$ cat src/logic/iep_params.svh
// Purpose: offsets, field positions and reset values of the enable block
// Assumes: register index times four gives the Avalon byte address
// Notes: definitions only
`ifndef IEP_PARAMS_SVH
`define IEP_PARAMS_SVH

// byte address width on the slave port
`define IEP_ADDR_W 14

// register indices (byte address = index * 4)
`define IEP_IDX_G0_ENL 12'hFC2
`define IEP_IDX_G1_ENH 12'hFC4
`define IEP_IDX_G1_ENL 12'hFC5
`define IEP_IDX_G2_ENH 12'hFC7
`define IEP_IDX_G0_REQ 12'hFD0
`define IEP_IDX_G1_REQ 12'hFD1
`define IEP_IDX_G2_REQ 12'hFD2
`define IEP_IDX_CTRL 12'hFD3
`define IEP_IDX_VEC 12'hFD4

// reset values
`define IEP_RST_ENABLE 8'h00
`define IEP_RST_REQ 8'h00

// field positions
`define IEP_DAC_MASK 8'h40
`define IEP_CTRL_GIE_BIT 0
`define IEP_SEL_BITS 5
`define IEP_LVL_GROUP0 2'h1
`define IEP_LVL_GROUP2 2'h2

`endif

$ cat src/logic/iep_pkg.sv
// Purpose: types shared by the enable and priority block
// Assumes: nothing beyond the params header
// Notes: all state of the top lives in one packed struct
`default_nettype none

package iep_pkg;

    typedef enum logic [1:0] {
        BUS_IDLE = 2'b01,
        BUS_ACK = 2'b10
    } iep_bus_st_t;

    typedef struct packed {
        iep_bus_st_t st;
        logic wait_req;
        logic [31:0] rdata;
        logic [7:0] g0_enl;
        logic [7:0] g1_enh;
        logic [7:0] g1_enl;
        logic [7:0] g2_enh;
        logic [7:0] req0;
        logic [7:0] req1;
        logic [7:0] req2;
        logic gie;
        logic irq;
        logic [1:0] vec_grp;
        logic [2:0] vec_bit;
        logic [1:0] vec_lvl;
    } iep_state_t;

endpackage : iep_pkg

`default_nettype wire

$ cat src/logic/iep_level.sv
// Purpose: best pending source of one request group
// Assumes: level is {high enable, low enable} of a pending source
// Notes: combinational, no state
`timescale 1ns/100ps
`default_nettype none

module iep_level #(
    parameter int W = 8
) (
    // enables and requests
    input wire logic [W-1:0] en_hi,
    input wire logic [W-1:0] en_lo,
    input wire logic [W-1:0] pend,
    // winner
    output logic [1:0] lvl,
    output logic [2:0] idx
);

    always_comb begin
        logic [1:0] l;
        l = 2'h0;
        lvl = 2'h0;
        idx = 3'h0;
        for (int i = 0; i < W; i++) begin
            // 00 off, 01 level 1, 10 level 2, 11 level 3
            l = pend[i] ? {en_hi[i], en_lo[i]} : 2'h0;
            // ascending scan with >=: higher bit wins a tie
            if (l != 2'h0 && l >= lvl) begin
                lvl = l;
                idx = 3'(i);
            end
        end
    end

endmodule : iep_level

`default_nettype wire

$ cat src/logic/iep_regs.sv
// Purpose: interrupt enable and priority registers, request groups 0 to 2
// Assumes: Avalon-MM slave with waitrequest, 32-bit data, byte addresses
// Notes: source requests are sampled every cycle; a set beats a clear
//
// What this block does
// - per source: both enables off disable, else level 1, 2 or 3
// - group 0 low enables: timers 2..0, serial rx/tx, usb, resume, two-wire
// - group 1 enables: spi b, dac, dma 1..0, adc, spi a, lcd, rtc
// - group 1 dac enable bit 6 is read-only, writes ignored
// - group 2 high enables: port A7..A5, shared A/D 4..0
// - group 2 bits 4..0 follow the port A or D source select
// - a presented request sets its request bit
// - global enable forwards vectored requests, else core polls
`timescale 1ns/100ps
`default_nettype none
`include "iep_params.svh"

module iep_regs (
    // clock and reset
    input wire logic REF_CLK,
    input wire logic RESET,
    // avalon-mm slave
    input wire logic [`IEP_ADDR_W-1:0] ADDRESS,
    input wire logic READ,
    input wire logic WRITE,
    input wire logic [3:0] BYTEENABLE,
    input wire logic [31:0] WRITEDATA,
    output logic [31:0] READDATA,
    output logic WAITREQUEST,
    // request sources
    input wire logic [7:0] G0_REQ,
    input wire logic [7:0] G1_REQ,
    input wire logic [7:0] G2_REQ,
    input wire logic [4:0] PORTD_REQ,
    input wire logic [4:0] PORTD_SEL,
    // vectored interrupt to the core
    output logic IRQ,
    output logic [1:0] VEC_GROUP,
    output logic [2:0] VEC_BIT,
    output logic [1:0] VEC_LEVEL
);

    ////////////////////////////////////////////////////////////////////////
    // state

    localparam iep_pkg::iep_state_t RST_STATE = '{
        st: iep_pkg::BUS_IDLE,
        wait_req: 1'b1,
        g0_enl: `IEP_RST_ENABLE,
        g1_enh: `IEP_RST_ENABLE,
        g1_enl: `IEP_RST_ENABLE,
        g2_enh: `IEP_RST_ENABLE,
        req0: `IEP_RST_REQ,
        req1: `IEP_RST_REQ,
        req2: `IEP_RST_REQ,
        default: '0
    };

    iep_pkg::iep_state_t s_q;
    iep_pkg::iep_state_t s_d;

    logic [11:0] word_idx;
    logic [1:0] lvl0;
    logic [1:0] lvl1;
    logic [1:0] lvl2;
    logic [2:0] idx0;
    logic [2:0] idx1;
    logic [2:0] idx2;

    assign word_idx = ADDRESS[`IEP_ADDR_W-1:2];

    ////////////////////////////////////////////////////////////////////////
    // per-group priority pick

    // group 0 high enables live outside this block: low-only gives level 1
    iep_level #(.W(8)) u_lvl0 (
        .en_hi(8'h00),
        .en_lo(s_q.g0_enl),
        .pend(s_q.req0),
        .lvl(lvl0),
        .idx(idx0)
    );

    iep_level #(.W(8)) u_lvl1 (
        .en_hi(s_q.g1_enh),
        .en_lo(s_q.g1_enl),
        .pend(s_q.req1),
        .lvl(lvl1),
        .idx(idx1)
    );

    // group 2 low enables live outside: high-only gives level 2
    iep_level #(.W(8)) u_lvl2 (
        .en_hi(s_q.g2_enh),
        .en_lo(8'h00),
        .pend(s_q.req2),
        .lvl(lvl2),
        .idx(idx2)
    );

    ////////////////////////////////////////////////////////////////////////
    // read mux

    function automatic logic [31:0] read_word(input logic [11:0] widx);
        logic [31:0] r;
        r = 32'h0000_0000;
        case (widx)
            `IEP_IDX_G0_ENL: r[7:0] = s_q.g0_enl;
            `IEP_IDX_G1_ENH: r[7:0] = s_q.g1_enh;
            `IEP_IDX_G1_ENL: r[7:0] = s_q.g1_enl;
            `IEP_IDX_G2_ENH: r[7:0] = s_q.g2_enh;
            `IEP_IDX_G0_REQ: r[7:0] = s_q.req0;
            `IEP_IDX_G1_REQ: r[7:0] = s_q.req1;
            `IEP_IDX_G2_REQ: r[7:0] = s_q.req2;
            `IEP_IDX_CTRL: r[`IEP_CTRL_GIE_BIT] = s_q.gie;
            `IEP_IDX_VEC: r[7:0] = {s_q.vec_lvl, s_q.vec_grp, s_q.vec_bit, s_q.irq};
            default: r = 32'h0000_0000;
        endcase
        return r;
    endfunction : read_word

    ////////////////////////////////////////////////////////////////////////
    // next state

    always_comb begin
        logic [7:0] g2_src;
        logic [7:0] clr0;
        logic [7:0] clr1;
        logic [7:0] clr2;
        logic [1:0] best_lvl;
        logic [1:0] best_grp;
        logic [2:0] best_bit;
        g2_src = G2_REQ;
        clr0 = 8'h00;
        clr1 = 8'h00;
        clr2 = 8'h00;
        best_lvl = 2'h0;
        best_grp = 2'h0;
        best_bit = 3'h0;
        s_d = s_q;

        // bus handshake: answer one cycle after the request is seen
        unique case (s_q.st)
            iep_pkg::BUS_IDLE: begin
                if (READ || WRITE) begin
                    s_d.st = iep_pkg::BUS_ACK;
                    s_d.wait_req = 1'b0;
                    s_d.rdata = read_word(word_idx);
                end
            end
            iep_pkg::BUS_ACK: begin
                s_d.st = iep_pkg::BUS_IDLE;
                s_d.wait_req = 1'b1;
                // only byte lane 0 carries register data
                if (WRITE && BYTEENABLE[0]) begin
                    case (word_idx)
                        `IEP_IDX_G0_ENL: s_d.g0_enl = WRITEDATA[7:0];
                        `IEP_IDX_G1_ENH: begin
                            s_d.g1_enh = (WRITEDATA[7:0] & ~`IEP_DAC_MASK)
                                | (s_q.g1_enh & `IEP_DAC_MASK);
                        end
                        `IEP_IDX_G1_ENL: begin
                            s_d.g1_enl = (WRITEDATA[7:0] & ~`IEP_DAC_MASK)
                                | (s_q.g1_enl & `IEP_DAC_MASK);
                        end
                        `IEP_IDX_G2_ENH: s_d.g2_enh = WRITEDATA[7:0];
                        `IEP_IDX_G0_REQ: clr0 = WRITEDATA[7:0];
                        `IEP_IDX_G1_REQ: clr1 = WRITEDATA[7:0];
                        `IEP_IDX_G2_REQ: clr2 = WRITEDATA[7:0];
                        `IEP_IDX_CTRL: s_d.gie = WRITEDATA[`IEP_CTRL_GIE_BIT];
                        default: s_d.gie = s_q.gie;
                    endcase
                end
            end
            // an illegal code falls back to idle rather than hanging the bus
            default: begin
                s_d.st = iep_pkg::BUS_IDLE;
                s_d.wait_req = 1'b1;
            end
        endcase

        // shared lines: enable bit applies to whichever pin is selected
        for (int i = 0; i < `IEP_SEL_BITS; i++) begin
            g2_src[i] = PORTD_SEL[i] ? PORTD_REQ[i] : G2_REQ[i];
        end

        // sticky request bits, write one to clear, a new set wins
        s_d.req0 = (s_q.req0 & ~clr0) | G0_REQ;
        s_d.req1 = (s_q.req1 & ~clr1) | G1_REQ;
        s_d.req2 = (s_q.req2 & ~clr2) | g2_src;

        // cross-group pick; strict > keeps the lower group on a tie
        best_lvl = lvl0;
        best_grp = 2'h0;
        best_bit = idx0;
        if (lvl1 > best_lvl) begin
            best_lvl = lvl1;
            best_grp = 2'h1;
            best_bit = idx1;
        end
        if (lvl2 > best_lvl) begin
            best_lvl = lvl2;
            best_grp = 2'h2;
            best_bit = idx2;
        end

        // polled mode: request bits still collect, nothing is forwarded
        s_d.irq = s_q.gie && (best_lvl != 2'h0);
        s_d.vec_lvl = s_q.gie ? best_lvl : 2'h0;
        s_d.vec_grp = s_q.gie ? best_grp : 2'h0;
        s_d.vec_bit = s_q.gie ? best_bit : 3'h0;
    end

    always_ff @(posedge REF_CLK) begin
        if (RESET) begin
            s_q <= RST_STATE;
        end else begin
            s_q <= s_d;
        end
    end

    ////////////////////////////////////////////////////////////////////////
    // outputs

    assign READDATA = s_q.rdata;
    assign WAITREQUEST = s_q.wait_req;
    assign IRQ = s_q.irq;
    assign VEC_GROUP = s_q.vec_grp;
    assign VEC_BIT = s_q.vec_bit;
    assign VEC_LEVEL = s_q.vec_lvl;

    // shared-line source as the select sees it, for the checks only
    logic [4:0] sel_req;
    assign sel_req = (PORTD_SEL & PORTD_REQ) | (~PORTD_SEL & G2_REQ[4:0]);
endmodule : iep_regs

`default_nettype wire

$ cat config.mk
export PLATFORM = sky130hd
export DESIGN_NAME = iep_regs
export DESIGN_NICKNAME = d
export VERILOG_FILES = /design/src/logic/iep_pkg.sv /design/src/logic/iep_level.sv /design/src/logic/iep_regs.sv
export VERILOG_INCLUDE_DIRS = /design/src /design/src/logic
export SDC_FILE = /design/constraint.sdc
export NUM_CORES = 1
export LEC_CHECK = 0
export BUFFER_PORTS_ARGS = -buffer_cell sky130_fd_sc_hd__buf_2
export CAP_MARGIN = 20
export CORE_MARGIN = 2
export CORE_UTILIZATION = 52
export CTS_BUF_LIST = sky130_fd_sc_hd__clkbuf_4 sky130_fd_sc_hd__clkbuf_8 sky130_fd_sc_hd__clkbuf_16
export DETAILED_ROUTE_END_ITERATION = 16
export PLACE_DENSITY = 0.8
export RECOVER_POWER = 100
export SYNTH_ARGS = -nofsm -noshare
export SYNTH_HDL_FRONTEND = slang
export SYNTH_SLANG_ARGS = --single-unit
$ cat constraint.sdc
create_clock -name REF_CLK -period 8.6 [get_ports REF_CLK]
set_input_delay 0.86 -clock REF_CLK [delete_from_list [all_inputs] [get_ports REF_CLK]]
set_output_delay 0.86 -clock REF_CLK [all_outputs]
set_load 0.02 [all_outputs]
==> results of run 1 <==
==> final timing paths <==
kind / depth (start not counted) / slack [ns] / endpoint
worst max-delay path: 36 / 0.71 / IRQ$_SDFF_PP0_
worst min register to register: 2 / 0.49 / s_q[57]$_SDFFE_PP0P_
worst min-delay path: 2 / 0.49 / s_q[57]$_SDFFE_PP0P_
worst max register to register: 36 / 0.71 / IRQ$_SDFF_PP0_
==> power groups by stage <==
stage                     clock network, mW  logic, mW  registers, mW
after floorplan                           0     0.0623          0.367
after global placement                    0     0.0751          0.373
after detailed placement                  0     0.0766          0.374
after CTS                             0.274     0.0769          0.366
after global routing                  0.291     0.0838          0.369
final                                 0.275     0.0767          0.367
==> flip-flops by register name, summed over array words and instances, names as in the netlist <==
name	count
s_q	57
READDATA	8
VEC_BIT	3
VEC_GROUP	2
VEC_LEVEL	2
IRQ	1
==> routing by layer <==
layer	wire, um	track usage, %	share of wire [%]	vias to the layer above
met3	924	5.70	7.6	36
li1	-	-	-	1953
met4	386	12.0	3.2	0
met2	5680	44.7	47	201
met1	5170	36.7	43	1937
met5	0	0	0	-
==> cell families after synthesis <==
kind of cell             share of synthesized area (%)
AO/OA/AOI/OAI                                     22.9
adder cells (fa/ha/maj)                           2.09
buffers and inverters                             10.5
flip-flops                                        34.8
multiplexers                                      6.11
other                                           0.0893
AND/OR/NAND/NOR                                   23.5
==> area by class of cell <==
type | count | area share, %
inverter | 5 | 0.410
timing repair buffer | 81 | 8.63
clock inverter | 7 | 1.69
clock buffer | 9 | 2.70
tap | 102 | 2.79
sequential | 73 | 31.9
multi-input combinational | 404 | 51.9
==> through the flow <==
step / power (mW) / setup slack (ns) / instance area [um^2] / utilization (%)
2_1_floorplan: 0.430 / 1.85 / 4290 / -
3_3_place_gp: 0.449 / 1.30 / 4420 / 56.9
3_5_place_dp: 0.451 / 0.949 / 4420 / 56.9
4_1_cts: 0.717 / 0.884 / 4620 / 59.5
5_1_grt: 0.743 / 0.183 / 4580 / 59.0
6_report: 0.719 / 0.706 / 4580 / 59.0
==> layout by cell type (no fill, tap or decap), drive strengths merged, types with 3 or more instances in the layout <==
cell type and instances:
o21ai 6, mux2i 21, a221oi 9, nand2 62, buf 63, nor2b 4, nor2 53, nor3 4
and2 4, nand2b 8, ha 7, mux2 3, o22ai 4, a21o 5, clkbuf 27, dfxtp 73
nand4 5, nand3 55, nor3b 3, a21oi 57, a211oi 7, o211ai 3, a22o 3, a311oi 5
conb 24, inv 7, a32oi 3, a221o 5, clkinv 3, nor4 3, a22oi 18
==> tightest hold or removal path: cells and delay by family (launching register included) <==
| kind | cells | cell delay (ns) |
|---|---|---|
| AND/OR/NAND/NOR | 1 | 0.06 |
| AO/OA/AOI/OAI | 1 | 0.05 |
| flip-flops | 1 | 0.33 |
==> summary.md, run 1 <==
| Metric | Value |
|---|---|
| Status | finished with violations |
| Violations in the final reports | capacitance limit, slew limit |
| Maximum number of pins on one net before global-route repair | 66 |
| F_max | 127 MHz |
| Synth warnings | 0 |
| Number of enable flip-flop cells after synthesis | 0 |
| Final Cycle Share | 91.8% |
| Total instance count after detailed placement | 665 |
| Worst Setup End Kind | flop |
| Number of buffer and inverter instances along the worst setup path | 0 |
| Cell type contributing the most total cell area after synthesis | dfxtp_1 |
| Category of the worst setup path launch point | flop |
| Area of the core region | 7770 um^2 |
| Synth async-reset ratio | 0% |
| Gate Count Post-Synth | 527 |
| Initial DRC Count | 323 |
| Crit-path max cell delay | 0.49 ns |
| Kind of critical path | reg2reg |
| CTS Root Cell | clkbuf_8 |
| Overall via count from detail_route | 4127 |
| Final Instance Count excl. Fillers | 681 |
| Aggregate global-route resource usage | 28.0% |
| Fill count | 739 |
| Register bit total from synthesis | 73 |
| Ratio of cells with drive above 1 in the final layout | 16.9% |
| Worst relative slew slack | -87.0% |
| Sequential cell area | 1460 um^2 |
| Max-cap violation count | 1 |
| Post-route antenna net violation count | 0 |
| RSZ-0062 raised after global routing | no |
| Footprint of the multi-input gates | 2380 um^2 |
| Std-Cell Rows | 32 |
| Arrival time of data at the critical path endpoint | 8.13 ns |
| Post-synthesis instance area | 4200 um^2 |
| Number of distinct standard cells referenced by the synthesized netlist | 63 |
| Final hold viol count | 0 |
| Final total negative setup slack | 0 ns |
| Clock net sink count | 73 |
| Wire length per cell | 17.9 um |
| N_diodes | 0 |
| First-pass GRT wire length | 19200 um |
| TritonCTS clock tree | done |
| H-Tree Depth | 3 |
| Later-pin clock latency in the skew report | 0.35 ns |
| Req. time, crit path | 8.84 ns |
| Reg clk slew, reported paths | 0.09 ns |
| Number of search-and-repair iterations in the first detailed-routing pass | 5 |
| Final Skew | 0.00985 ns |
| HPWL after detailed placement | 9080 um |
| Area growth syn-to-layout | 9.09% |
| VDD IR-drop max | 0.108 mV |
| Cell with the biggest individual delay on the critical path | dfxtp_1 |
| Total wire length | 12200 um |
| Number of CTS-inserted buffers | 9 |
| Reg2Reg Launch Point | s_q[17]$_SDFF_PP0_ |
| Library cell with the highest instance count after synthesis | dfxtp_1 |
| Via-per-instance ratio | 6.06 |
| Port bufs | 75 |
| Pwr per Cell Area | 157 nW/um^2 |
| Die width | 93.9 um |
| Hold Path Origin | s_q[57]$_SDFFE_PP0P_ |
| Hold-fix buffers at CTS | 0 |
| Net switching share of the total power | 28.4% |
| Part of the power in combinational logic | 10.7% |
| Fraction of synthesized cell area taken by the top area cell type | 34.8% |
| Slew Limit Fails | 66 |
| Via count of the first global-routing pass | 3784 |
| Post-cts sizing count | 0 |
| # Post-CTS Setup Buffers | 0 |
| Critical Path Fanout Max | 7 |
| Initial cell density of the core | 54.1% |
| Post-synthesis area per instance | 7.97 um^2 |
| RePlAce Congestion | 0.963 |
| Final setup violation count | 0 |
| Die ar. | 8810 um^2 |
| Lkg Pwr | 1.71 nW |
| Minimum period implied by the final worst setup slack | 7.89 ns |
| Transition time of the tightest slew-check pin | 2.81 ns |
| Path type of the worst min-delay path | reg2reg |
| Most common library cells after synthesis | 73 x dfxtp_1, 62 x nand2_1, 57 x a21oi_1 |
| Num ports | 129 |
| Most used DFF post-synth | dfxtp_1 |
| Grt ovf | 0 |
| Final routed DRC violation total | 0 |
| Fin nets | 669 |
| Most area-consuming cells after synthesis | dfxtp_1 35%, buf_4 7.2%, a21oi_1 6.8% |
| Family with the most delay on the worst path | compound AO/OA/AOI/OAI gates |
| Register area share after synthesis | 34.8% |
| Proportion of power drawn by flip-flops and latches | 51.1% |
| Origin of the worst setup path | s_q[17]$_SDFF_PP0_ |
| Clk network pwr share | 38.3% |
| Switching power summed over all nets | 0.204 mW |
| Cell Int Power | 0.515 mW |
| CTS Buffer Depth | 2 |
| Post-route worst hold slack | 0.485 ns |
| Chip Height | 93.9 um |
| Number of antenna violations at the first check in global routing | 0 |
| Worst path most repeated cell | ha_1 |
(Power assumes the default switching activity.)
==> run 2: changes to the inputs <==
--- a/config.mk
+++ b/config.mk
@@ -12,6 +12,7 @@
 export CORE_UTILIZATION = 52
 export CTS_BUF_LIST = sky130_fd_sc_hd__clkbuf_4 sky130_fd_sc_hd__clkbuf_8 sky130_fd_sc_hd__clkbuf_16
 export DETAILED_ROUTE_END_ITERATION = 16
+export GPL_TIMING_DRIVEN = 0
 export PLACE_DENSITY = 0.8
 export RECOVER_POWER = 100
 export SYNTH_ARGS = -nofsm -noshare
==> summary.md, run 2 (synthesized netlist as in run 1, its figures left out) <==
| Metric | Value |
|---|---|
| Status | complete, no violations |
| Initial cell density of the core | 54.1% (unchanged) |
| Most frequent cells in the layout | 73 x dfxtp_1, 62 x nand2_1, 57 x buf_2, 57 x a21oi_1, 55 x nand3_1 |
| Slew Limit Fails | 0 (-100%) |
| Final routed DRC violation total | 0 (unchanged) |
| RSZ-0062 raised after global routing | no |
| Hold-fix buffers at CTS | 0 (unchanged) |
| Top register by number of flip-flops | s_q |
| Via count of the first global-routing pass | 3997 (+5.6%) |
| Maximum number of pins on one net before global-route repair | 15 (-77%) |
| VDD IR-drop max | 0.0972 mV (-10%) |
| Kind of critical path | reg2reg |
| F_max | 128 MHz (+0.76%) |
| Lkg Pwr | 1.94 nW (+13%) |
| Fin nets | 730 (+9.1%) |
| RePlAce Congestion | 0.961 (-0.27%) |
| Final Skew | 0.00984 ns (-0.0000103 ns) |
| Final total negative setup slack | 0 ns (unchanged) |
| Later-pin clock latency in the skew report | 0.35 ns (about the same) |
| Crit-path max cell delay | 0.47 ns (-0.02 ns) |
| Category of the worst setup path launch point | flop |
| HPWL after detailed placement | 10500 um (+15%) |
| Area growth syn-to-layout | 17.5% |
| Req. time, crit path | 8.83 ns (about the same) |
| Overall via count from detail_route | 4355 (+5.5%) |
| Chip Height | 93.9 um (unchanged) |
| Std-Cell Rows | 32 (unchanged) |
| CTS Buffer Depth | 2 (unchanged) |
| Worst Setup End Kind | flop |
| Clock net sink count | 73 (unchanged) |
| Max-cap violation count | 0 (-1) |
| Ratio of cells with drive above 1 in the final layout | 20.5% (+3.5 points) |
| Final Cycle Share | 91.1% (-0.69 points) |
| Total wire length | 13400 um (+9.8%) |
| Number of antenna violations at the first check in global routing | 0 (unchanged) |
| Pwr per Cell Area | 150 nW/um^2 (-4.7%) |
| CTS Root Cell | clkbuf_8 |
| Die ar. | 8810 um^2 (unchanged) |
| Number of search-and-repair iterations in the first detailed-routing pass | 6 (+1) |
| Final Instance Count excl. Fillers | 742 (+9.0%) |
| Num ports | 129 (unchanged) |
| Port bufs | 74 (-1.3%) |
| Die width | 93.9 um (unchanged) |
| Post-cts sizing count | 0 (unchanged) |
| Path type of the worst min-delay path | reg2reg |
| Via-per-instance ratio | 5.87 (-3.2%) |
| Reg clk slew, reported paths | 0.08 ns (about the same) |
| Total instance count after detailed placement | 726 (+9.2%) |
| # Post-CTS Setup Buffers | 0 (unchanged) |
| Worst relative slew slack | 30.2% (+120 points) |
| Final hold viol count | 0 (unchanged) |
| Grt ovf | 0 (unchanged) |
| Post-route antenna net violation count | 0 (unchanged) |
| Arrival time of data at the critical path endpoint | 8.07 ns (-0.06 ns) |
| N_diodes | 0 (unchanged) |
| Final setup violation count | 0 (unchanged) |
| Worst path most repeated cell | ha_1 |
| Cell with the biggest individual delay on the critical path | dfxtp_1 |
| Initial DRC Count | 391 (+21%) |
| Wire length per cell | 18.0 um (+0.79%) |
| TritonCTS clock tree | done |
| Minimum period implied by the final worst setup slack | 7.84 ns (-0.0592 ns) |
| Fill count | 726 (-1.8%) |
| Transition time of the tightest slew-check pin | 1.04 ns (-1.77 ns) |
| Number of CTS-inserted buffers | 9 (unchanged) |
| Max reg flops | 57 (unchanged) |
| First-pass GRT wire length | 20800 um (+8.3%) |
| Critical Path Fanout Max | 7 (unchanged) |
| Area of the core region | 7770 um^2 (unchanged) |
| H-Tree Depth | 3 (unchanged) |
| Most common library cell in the layout ignoring fill and taps | dfxtp_1 |
| Aggregate global-route resource usage | 30.8% (+2.8 points) |
-- run 2: cell count changes in the layout (fill, tap and decap cells not counted), moves of 2 or more --
cell / delta
buf_4: +35
clkbuf_1: +22
buf_6: +2
buf_1: +3
-- run 2: path summary, 6_finish.rpt --
path	to	depth (start not counted)	startpoint	slack (ns)
max	IRQ$_SDFF_PP0_	38	s_q[17]$_SDFF_PP0_	0.76
min	s_q[57]$_SDFFE_PP0P_	2	s_q[57]$_SDFFE_PP0P_	0.50
max reg2reg	IRQ$_SDFF_PP0_	38	s_q[17]$_SDFF_PP0_	0.76
min reg2reg	s_q[57]$_SDFFE_PP0P_	2	s_q[57]$_SDFFE_PP0P_	0.50
-- run 2: area by class of cell --
type                       instances  area, um^2  area share, %
tap                              102         128           2.59
buffer                            68         422           8.55
clock buffer                       9         124           2.51
multi-input combinational        404        2350           47.7
timing repair buffer              74         348           7.05
sequential                        73        1460           29.6
clock inverter                     7        78.8           1.60
inverter                           5        18.8          0.381
-- run 2: worst max-delay path, delay by kind of cell (launching register included) --
family	cells	cell delay, ns
AO/OA/AOI/OAI	15	2.95
adder cells (fa/ha/maj)	6	1.63
buffers and inverters	1	0.14
flip-flops	1	0.47
multiplexers	2	0.48
AND/OR/NAND/NOR	14	2.03
-- run 2: routing by layer --
metal / GRT usage, % / share of wire, %
met1: 41.4 / 42
met2: 49.6 / 46
met5: 0 / 0
met3: 3.77 / 7.8
met4: 13.2 / 3.5
-- run 2: power breakdown --
| part | total, mW | switching (mW) | internal (mW) |
|---|---|---|---|
| Combinational | 0.0964 | 0.0563 | 0.0401 |
| Sequential | 0.366 | 0.0150 | 0.351 |
| Clock | 0.276 | 0.139 | 0.137 |
| Total | 0.738 | 0.210 | 0.528 |
-- run 2: per-stage QoR --
step           cell area [um^2]  worst slack [ns]  hold slack (ns)  power (mW)  utilization [%]
3_3_place_gp               4780              1.34            0.471       0.467             61.6
2_1_floorplan              4290              1.85            0.445       0.430                -
4_1_cts                    4990             0.924            0.491       0.738             64.2
3_5_place_dp               4780             0.991            0.484       0.469             61.6
6_report                   4930             0.765            0.499       0.738             63.5
5_1_grt                    4930             0.138            0.515       0.764             63.5
